===== config.mk =====
export PLATFORM = sky130hd
export DESIGN_NAME = pin_port
export DESIGN_NICKNAME = d
export VERILOG_FILES = /design/src/inc/pin_port_pkg.sv /design/src/inc/pin_sync_if.sv /design/src/hdl/pin_sync.sv /design/src/hdl/pin_port.sv
export SDC_FILE = /design/constraint.sdc
export NUM_CORES = 1
export LEC_CHECK = 0
export BUFFER_PORTS_ARGS = -buffer_cell sky130_fd_sc_hd__buf_2
export CAP_MARGIN = 20
export CORE_MARGIN = 2
export CORE_UTILIZATION = 35
export DETAILED_ROUTE_END_ITERATION = 6
export PLACE_DENSITY = 0.61
export RECOVER_POWER = 50
export SKIP_CTS_REPAIR_TIMING = 1
export SYNTH_ARGS = -nofsm -noshare
export SYNTH_HDL_FRONTEND = slang
export SYNTH_SLANG_ARGS = --single-unit
export TNS_END_PERCENT = 30

===== constraint.sdc =====
create_clock -name clk_i -period 1.7 [get_ports clk_i]
set_clock_uncertainty 0.15 [all_clocks]
set_input_delay 0.085 -clock clk_i [delete_from_list [all_inputs] [get_ports clk_i]]
set_output_delay 0.085 -clock clk_i [all_outputs]
set_load 0.005 [all_outputs]

===== src/inc/pin_port_pkg.sv =====
package pin_port_pkg;

  localparam int unsigned PIN_COUNT = 8;
  localparam int unsigned ADR_W = 8;

  localparam logic [7:0] OFS_DATA = 8'h00;
  localparam logic [7:0] OFS_DIRECTION = 8'h04;
  localparam logic [7:0] OFS_OPTION = 8'h08;
  localparam logic [7:0] OFS_IRQ_CTRL = 8'h0c;
  localparam logic [7:0] OFS_IRQ_STATUS = 8'h10;
  localparam logic [7:0] OFS_IRQ_MASK = 8'h14;

  localparam logic [7:0] RST_DATA = 8'h00;
  localparam logic [7:0] RST_DIRECTION = 8'h00;
  localparam logic [7:0] RST_OPTION = 8'h00;
  localparam logic [7:0] RST_IRQ_STATUS = 8'h00;
  localparam logic [7:0] RST_IRQ_MASK = 8'h00;
  localparam logic RST_GLOBAL_IRQ_ENABLE = 1'b0;

  localparam int unsigned CTRL_TRIG_LSB = 0;
  localparam int unsigned CTRL_TRIG_MSB = 1;
  localparam int unsigned CTRL_GLOBAL_EN_BIT = 4;

  typedef enum logic [1:0] {
    TRIG_FALLING = 2'h0,
    TRIG_RISING = 2'h1,
    TRIG_LOW = 2'h2
  } trig_mode_t;

  localparam trig_mode_t RST_TRIG_MODE = TRIG_FALLING;

endpackage


===== src/inc/pin_sync_if.sv =====
`timescale 1ns/1ps
`default_nettype none
interface pin_sync_if;
  logic [7:0] raw;
  logic [7:0] level;
  modport port_side (output raw, input level);
  modport sync_side (input raw, output level);
endinterface
`default_nettype wire


===== src/hdl/pin_sync.sv =====
`timescale 1ns/1ps
`default_nettype none
module pin_sync (
  input wire logic clk_i,
  input wire logic rst_i,
  pin_sync_if.sync_side sif
);
  logic [7:0] meta_q;
  logic [7:0] level_q;

  // Second stage is the only reader of the first
  always_ff @(posedge clk_i) begin
    if (rst_i) begin
      meta_q <= 8'h00;
      level_q <= 8'h00;
    end else begin
      meta_q <= sif.raw;
      level_q <= meta_q;
    end
  end

  assign sif.level = level_q;
endmodule // pin_sync
`default_nettype wire


===== src/hdl/pin_port.sv =====
`timescale 1ns/1ps
`default_nettype none
module pin_port (
  input wire logic clk_i,
  input wire logic rst_i,
  input wire logic [7:0] wb_adr_i,
  input wire logic [31:0] wb_dat_i,
  input wire logic [3:0] wb_sel_i,
  input wire logic wb_we_i,
  input wire logic wb_cyc_i,
  input wire logic wb_stb_i,
  output logic [31:0] wb_dat_o,
  output logic wb_ack_o,
  input wire logic [7:0] pin_i,
  output logic [7:0] pin_o,
  output logic [7:0] pin_oe_n_o,
  output logic [7:0] pull_up_en_o,
  output logic [7:0] analog_sel_o,
  output logic port_irq_req_o,
  output logic irq_o
);

  // Input with interrupt: direction 0, option 1, data 0
  function automatic logic [7:0] irq_pins(input logic [7:0] dir, input logic [7:0] opt, input logic [7:0] dat);
    irq_pins = ~dir & opt & ~dat;
  endfunction

  logic [7:0] port_pin_data_q;
  logic [7:0] port_pin_direction_q;
  logic [7:0] port_pin_option_q;
  logic [7:0] irq_status_q;
  logic [7:0] irq_status_d;
  logic [7:0] irq_mask_q;
  logic global_irq_enable_q;
  pin_port_pkg::trig_mode_t trig_mode_q;
  logic [7:0] level_prev_q;
  logic [31:0] rdata_q;
  logic ack_q;
  logic [7:0] pin_q;
  logic [7:0] pin_oe_n_q;
  logic [7:0] pull_up_q;
  logic [7:0] analog_q;
  logic port_req_q;
  logic irq_q;

  pin_sync_if sif ();

  assign sif.raw = pin_i;

  pin_sync u_sync (
    .clk_i(clk_i),
    .rst_i(rst_i),
    .sif(sif)
  );

  wire [7:0] level = sif.level;
  wire req = wb_cyc_i & wb_stb_i & ~ack_q;
  wire wr = req & wb_we_i & wb_sel_i[0];
  wire rd = req & ~wb_we_i;
  wire hit_data = wb_adr_i == pin_port_pkg::OFS_DATA;
  wire hit_dir = wb_adr_i == pin_port_pkg::OFS_DIRECTION;
  wire hit_opt = wb_adr_i == pin_port_pkg::OFS_OPTION;
  wire hit_ctrl = wb_adr_i == pin_port_pkg::OFS_IRQ_CTRL;
  wire hit_stat = wb_adr_i == pin_port_pkg::OFS_IRQ_STATUS;
  wire hit_mask = wb_adr_i == pin_port_pkg::OFS_IRQ_MASK;

  wire [7:0] data_view = (port_pin_direction_q & port_pin_data_q) | (~port_pin_direction_q & level);

  wire [7:0] ctrl_view = {3'h0, global_irq_enable_q, 2'h0, trig_mode_q};

  wire [7:0] rd_byte = hit_data ? data_view :
                       hit_dir ? port_pin_direction_q :
                       hit_opt ? port_pin_option_q :
                       hit_ctrl ? ctrl_view :
                       hit_stat ? irq_status_q :
                       hit_mask ? irq_mask_q : 8'h00;

  wire [7:0] fall = level_prev_q & ~level;
  wire [7:0] rise = ~level_prev_q & level;
  wire [7:0] trig = (trig_mode_q == pin_port_pkg::TRIG_RISING) ? rise :
                    (trig_mode_q == pin_port_pkg::TRIG_LOW) ? ~level : fall;

  wire [7:0] pin_event = trig & irq_pins(port_pin_direction_q, port_pin_option_q, port_pin_data_q)
                         & {8{global_irq_enable_q}};

  // Set wins over read-clear
  wire stat_clr = rd & hit_stat;
  assign irq_status_d = (stat_clr ? 8'h00 : irq_status_q) | pin_event;

  always_ff @(posedge clk_i) begin
    if (rst_i) begin
      port_pin_data_q <= pin_port_pkg::RST_DATA;
      port_pin_direction_q <= pin_port_pkg::RST_DIRECTION;
      port_pin_option_q <= pin_port_pkg::RST_OPTION;
      irq_mask_q <= pin_port_pkg::RST_IRQ_MASK;
      global_irq_enable_q <= pin_port_pkg::RST_GLOBAL_IRQ_ENABLE;
      trig_mode_q <= pin_port_pkg::RST_TRIG_MODE;
    end else if (wr) begin
      if (hit_data) port_pin_data_q <= wb_dat_i[7:0];
      if (hit_dir) port_pin_direction_q <= wb_dat_i[7:0];
      if (hit_opt) port_pin_option_q <= wb_dat_i[7:0];
      if (hit_mask) irq_mask_q <= wb_dat_i[7:0];
      if (hit_ctrl) begin
        global_irq_enable_q <= wb_dat_i[pin_port_pkg::CTRL_GLOBAL_EN_BIT];
        // Unused code 3 folds to low level
        trig_mode_q <= (wb_dat_i[1:0] == 2'h3) ? pin_port_pkg::TRIG_LOW :
                       pin_port_pkg::trig_mode_t'(wb_dat_i[pin_port_pkg::CTRL_TRIG_MSB:pin_port_pkg::CTRL_TRIG_LSB]);
      end
    end
  end

  // Unmapped addresses still ack, read zero
  always_ff @(posedge clk_i) begin
    if (rst_i) begin
      ack_q <= 1'b0;
      rdata_q <= 32'h0000_0000;
    end else begin
      ack_q <= req;
      rdata_q <= rd ? {24'h00_0000, rd_byte} : 32'h0000_0000;
    end
  end

  always_ff @(posedge clk_i) begin
    if (rst_i) begin
      irq_status_q <= pin_port_pkg::RST_IRQ_STATUS;
      level_prev_q <= 8'h00;
      port_req_q <= 1'b0;
      irq_q <= 1'b0;
    end else begin
      irq_status_q <= irq_status_d;
      level_prev_q <= level;
      port_req_q <= |pin_event;
      irq_q <= |(irq_status_d & irq_mask_q);
    end
  end

  genvar g;
  generate
    for (g = 0; g < pin_port_pkg::PIN_COUNT; g++) begin : g_pad
      wire dir = port_pin_direction_q[g];
      wire opt = port_pin_option_q[g];
      wire dat = port_pin_data_q[g];
      wire drive = dir & (opt | ~dat);
      wire pull = ~dir & ~dat;
      wire analog = ~dir & opt & dat;
      always_ff @(posedge clk_i) begin
        if (rst_i) begin
          pin_q[g] <= 1'b0;
          pin_oe_n_q[g] <= 1'b1;
          pull_up_q[g] <= 1'b1;
          analog_q[g] <= 1'b0;
        end else begin
          pin_q[g] <= dat & opt;
          pin_oe_n_q[g] <= ~drive;
          pull_up_q[g] <= pull;
          analog_q[g] <= analog;
        end
      end
    end
  endgenerate

  assign wb_ack_o = ack_q;
  assign wb_dat_o = rdata_q;
  assign pin_o = pin_q;
  assign pin_oe_n_o = pin_oe_n_q;
  assign pull_up_en_o = pull_up_q;
  assign analog_sel_o = analog_q;
  assign port_irq_req_o = port_req_q;
  assign irq_o = irq_q;

endmodule // pin_port
`default_nettype wire


# Word-level counts from Yosys, hierarchy flattened
# Cells that the tools add are included.
# totals
regBits	134
input_bits	57
wordCells	170
out_inout_bits	67
# op_classes
n_reduce_logical	9
mux	10
bitwise_logic	96
eq_ne	8
# op_table
operator	n
bitwise AND 8 bit	9
two-way mux 8 bit	9
bitwise AND 1 bit	46
inverter 8 bit	4
inverter 1 bit	27
equality test 8 x 4 -> 1 bit (second input constant)	2
equality test 8 x 5 -> 1 bit (second input constant)	2
bitwise OR 8 bit	2
OR reduction 8 bit	2
AND reduction 2 bit	5
equality test 8 x 3 -> 1 bit (second input constant)	1
logical NOT 8 bit	1
bitwise OR 1 bit	8
equality test 2 bit (second input constant)	2
equality test 2 x 1 -> 1 bit (second input constant)	1
two-way mux 2 bit	1
OR reduction 2 bit	1

# Logic depth before layout (Yosys ltp)
# depth
ltp_word	9
mapped_depth	6
mapped_depth_nobuf	5

# Modules after synthesis
# Synthesis repeated with hierarchy kept, for this count alone.
# unflattened
cells_unflattened	482
area_unflattened_um2	4439.3
# by_module_without_submodules
mod	instances	cells_each	seq_area_each_um2	area_each_um2
pin_port	1	449	1881.8	3975.1
pin_sync	1	33	320.3	464.2

# Worst setup path before layout
# Ideal clock, no wire load.
# synth_path
path_kind	register to register
startpoint	register ack_q, in the netlist wb_ack_o
endpoint	register trig_mode_q[0]
arrival_ns	1.547
n_path_buf	0
stages_incl_launch_ff	6
slack_ns	-0.068
setup_ns	0.070
period_less_slack_ns	1.768
required_time_ns	1.480
cell_sequence	dfxtp_1 -> nand3b_1 -> nor2_2 -> nand3_1 -> or3b_1 -> a21oi_1
# synth_between
elab_chain_cells	5
# synth_lines
element	line_no	text
from (decl)	pin_port.sv:38	logic ack_q;
from (signal assigned)	pin_port.sv:118	ack_q <= req;
inverter 1 bit	pin_port.sv:57	wire req = wb_cyc_i & wb_stb_i & ~ack_q;
bitwise AND 1 bit	pin_port.sv:57	
bitwise AND 1 bit (2 in a row)	pin_port.sv:58	wire wr = req & wb_we_i & wb_sel_i[0];
AND reduction 2 bit (no line)	n/a	
to (signal assigned)	pin_port.sv:97	trig_mode_q <= pin_port_pkg::RST_TRIG_MODE;
to (signal assigned)	pin_port.sv:106	trig_mode_q <= (wb_dat_i[1:0] == 2'h3) ? pin_port_pkg::TRIG_LOW :
to (decl)	pin_port.sv:35	pin_port_pkg::trig_mode_t trig_mode_q;
# No other way between the ends.
# A chain may end at the register's enable or synchronous reset.

# Final worst setup path
# layout_path
startpoint	register trig_mode_q[1]
endpoint	register irq_q, in the netlist irq_o
# layout_between
elab_chain_cells	8
word_cells_on_any_way	9
classes_between	eq/ne: 2; mux: 2; bitwise: 4; reduce/logical: 1
# layout_lines
element	line_no	text
equality test 2 bit	pin_port.sv:81	(trig_mode_q == pin_port_pkg::TRIG_LOW) ? ~level : fall;
two-way mux 8 bit	pin_port.sv:81	
two-way mux 8 bit *	pin_port.sv:80	wire [7:0] trig = (trig_mode_q == pin_port_pkg::TRIG_RISING) ? rise :
bitwise AND 8 bit *	pin_port.sv:83	wire [7:0] pin_event = trig & irq_pins(port_pin_direction_q, port_pin_option_q, port_pin_data_q)
bitwise AND 8 bit *	pin_port.sv:84	& {8{global_irq_enable_q}};
bitwise OR 8 bit *	pin_port.sv:88	assign irq_status_d = (stat_clr ? 8'h00 : irq_status_q) | pin_event;
bitwise AND 8 bit *	pin_port.sv:133	irq_q <= |(irq_status_d & irq_mask_q);
OR reduction 8 bit *	pin_port.sv:133	
to (signal assigned)	pin_port.sv:133	
to (decl)	pin_port.sv:44	logic irq_q;
# Every way passes the cells marked *; elsewhere a longest branch is shown, timed or not.

==> summary.md <==
| Metric | Value |
|---|---|
| Complex-gate fraction of the synthesized area | `13.2%` |
| # DRC | `0` |
| RSZ-0062 raised after global routing | `yes` |
| Crit Reg-Reg Endpoint | `irq_o$_SDFF_PP0_` |
| Max-Cap Viols | `0` |
| Fmax | `568 MHz` |
| Die Ht | `117 um` |
| Number of flops mapped to enable cells by yosys | `0` |
| VDD IR max | `433 uV` |
| Die Area | `13,700 sq um` |
| Gr usage total | `16.9%` |
| Mux cell area share after synthesis | `6.54%` |
| R2r setup slk | `-0.06 ns` |
| DR iter-0 viols | `263` |
| Clock buffer depth | `2` |
| Gr ovfl total | `0` |
| Clock sink count | `110` |
| Register bit count reported by yosys | `110` |
| Vias/cell | `4.94` |
| CTS tree | `done` |
| Final Hold Fails | `1` |
| YS warnings | `0` |
| Gate Count Post-Synth | `485` |
| Nets | `666` |
| Port Buf Inserts | `72` |
| Unique masters post-synth | `52` |
| Worst setup EP type | `flip-flop` |
| Worst EP required | `1.77 ns` |
| First-pass GRT wire length | `17,400 um` |
| Clk Latency, worst-skew pair | `0.36 ns` |
| Crit path max fanout | `5` |
| Drt pass-1 iters | `5` |
| Post-Synth XOR/XNOR Area | `0%` |
| Largest family of logic cells by synthesized area | `simple AND/OR/NAND/NOR gates` |
| Pwr/cell area | `858 nW/um^2` |
| Reg-to-Reg Start | `trig_mode_q[1]$_SDFFE_PP0P_` |
| Final Cell Area | `5840 sq um` |
| Area delta synth->final | `30.5%` |
| Ports | `124` |
| Setup crit start | `trig_mode_q[1]$_SDFFE_PP0P_` |
| Setup CP Type | `flip-flop to flip-flop` |
| Fraction of registers with async set/reset | `0%` |
| Crit path capture | `irq_o$_SDFF_PP0_` |
| Min Clock Period, post-route | `1.76 ns` |
| Failing checks | `hold timing, setup timing` |
| Largest net degree at the start of global routing | `103` |
| Setup violators final | `1` |
| Share of layout cells above drive strength 1 | `25.9%` |
| RD Place Congestion | `0.949` |
| Total core area | `12,600 sq um` |
| Top FF cell, synth | `dfxtp_1` |
| Period utilization | `104%` |
| CTS clk-pin slew, worst paths | `0.07 ns` |
| Number of vias in the routed layout | `3,885` |
| Final hold slack | `-0.000257 ns` |
| Startpoint types | `flip-flop` |
| WL/cell | `14.7 um` |
| Initial antenna violation count | `0` |
| Clk root buf | `clkbuf_16` |
| Pleak | `2.27 nW` |
| Diodes inserted | `0` |
| Reg2Reg Depth | `5` |
| Vias in the first global route | `3,325` |
| CTS Buf Count | `9` |
| DP Area | `5280 sq um` |
| Simple-gate share of the synthesized area | `22.4%` |
| H-tree levels | `3` |
| Data arrival time of the critical path | `1.83 ns` |
| Hold Path Class | `primary input to flip-flop` |
| Post-synthesis adder-cell area fraction | `0.895%` |
| Routed Antenna Nets | `0` |
| Final Worst Setup Slack | `-0.0617 ns` |
| Dpl hpwl | `8250 um` |
| Initial core utilization | `35.6%` |
| Die Wd | `117 um` |
| Mapped Area | `4480 sq um` |
| Final Max Slew Viols | `0` |
| Sequential element share of the synthesized area | `49.2%` |
| Drt total wl | `11,600 um` |
| FP Rows | `41` |
| Run status | `finished with violations` |
| Syn Area/Cell | `9.23 sq um` |
-- cell type report --
type                       count  area (sq um)
clock inverter                 5          57.6
inverter                      17          66.3
clock buffer                  11           243
timing repair buffer         137           901
tap                          172           215
sequential                   110          2210
multi-input combinational    334          2150
fill                        1234          6730
-- worst min-delay path by stage --
stage               startpoint                           to  slack [ns]  cells after the start
floorplan             pin_i[0]  u_sync.meta_q[0]$_SDFF_PP0_        0.06                      1
detailed placement    pin_i[3]  u_sync.meta_q[3]$_SDFF_PP0_        0.15                      2
finish                   rst_i       wb_dat_o[4]$_SDFF_PP0_     -0.0003                      3
global route             rst_i       wb_dat_o[1]$_SDFF_PP0_       0.007                      3
global placement      pin_i[2]  u_sync.meta_q[2]$_SDFF_PP0_        0.15                      2
CTS                   pin_i[3]  u_sync.meta_q[3]$_SDFF_PP0_       -0.22                      2
-- placed cells by master, fill, tap and decap left out, types with 3 or more instances in the layout --
cell type	instances
or2_2	8
and3_1	3
a211o_1	5
buf_12	4
nor4_4	4
a31oi_1	5
o211ai_1	6
nand3_1	23
o22ai_1	3
a32oi_1	6
maj3_2	3
inv_1	15
o21ai_0	10
conb_1	24
a221oi_2	3
nand3b_1	4
nor2b_1	20
dlygate4sd3_1	16
mux2i_1	27
nor2_1	54
dfxtp_1	108
a22oi_1	5
nand2_1	40
clkbuf_1	21
a21oi_2	3
nand2b_1	3
a21oi_1	28
or3_1	3
buf_2	60
clkbuf_16	9
nor3_1	10
buf_4	35
-- stage by stage --
step | instances | setup TNS [ns] | power, mW | utilization, % | worst slack (ns)
final | 786 | -0.0617 | 5.01 | 46.5 | -0.0617
after global routing | 786 | -0.250 | 5.20 | 46.5 | -0.121
after CTS | 770 | -0.954 | 5.01 | 44.4 | -0.128
after detailed placement | 754 | -4.18 | 2.90 | 42.0 | -0.231
after global placement | 754 | -3.28 | 2.89 | 42.0 | -0.202
after floorplan | 508 | -0.0260 | 2.83 | - | -0.00954
-- cell usage after synthesis (2+ instances only) --
cell type / count / area [sq um]
a31oi_1: 5 / 31.3
or2_2: 8 / 50.1
and3_1: 3 / 18.8
nand2b_1: 4 / 25.0
clkbuf_1: 16 / 60.1
a32oi_1: 6 / 52.6
mux2_2: 2 / 22.5
o22ai_1: 3 / 18.8
dfxtp_1: 110 / 2200
a21oi_1: 31 / 155
nand3_1: 23 / 115
a211o_1: 5 / 43.8
or3_1: 4 / 25.0
o211a_1: 2 / 20.0
nand3b_1: 4 / 30.0
buf_2: 2 / 10.0
o211ai_1: 6 / 45.0
nand2_1: 40 / 150
buf_1: 3 / 11.3
a41oi_1: 2 / 17.5
mux2i_1: 27 / 270
nor4bb_1: 3 / 30.0
a211oi_1: 2 / 15.0
a22oi_1: 6 / 45.0
a221oi_1: 4 / 35.0
a311oi_1: 2 / 17.5
nor4_4: 3 / 63.8
buf_4: 26 / 195
nor2_1: 55 / 206
inv_1: 16 / 60.1
nor2b_1: 20 / 125
o21ai_0: 10 / 50.1
maj3_1: 4 / 40.0
nor3_1: 10 / 50.1
-- metal layers --
| layer | global-route usage, % | vias to the layer above | wire length, um |
|---|---|---|---|
| met5 | 0 | - | 0 |
| met4 | 7.69 | 0 | 226 |
| met3 | 2.68 | 22 | 668 |
| met2 | 26.4 | 137 | 5420 |
| met1 | 23.1 | 1838 | 5250 |
| li1 | - | 1888 | - |
-- cells by family after synthesis --
kind of cell,count (synthesis)
adders and majority gates,4
DFF,110
and+or+nand+nor,188
AOI/OAI and AO/OA,89
buffers and inverters,64
muxes,29
other,1
-- power by group --
part           internal [mW]  leakage [nW]  switching [mW]
combinational          0.109          1.22           0.150
clock                   1.19         0.150           0.954
sequential              2.60         0.892          0.0150
total                   3.89          2.27            1.12
-- worst max-delay path: stages (launching register included) --
cell and delay, ns:
dfxtp_4 0.37, buf_6 0.12, maj3_2 0.30, o211a_4 0.28
a221oi_2 0.26, a41oi_1 0.15
No activity file was read; power rests on OpenSTA's default activity.
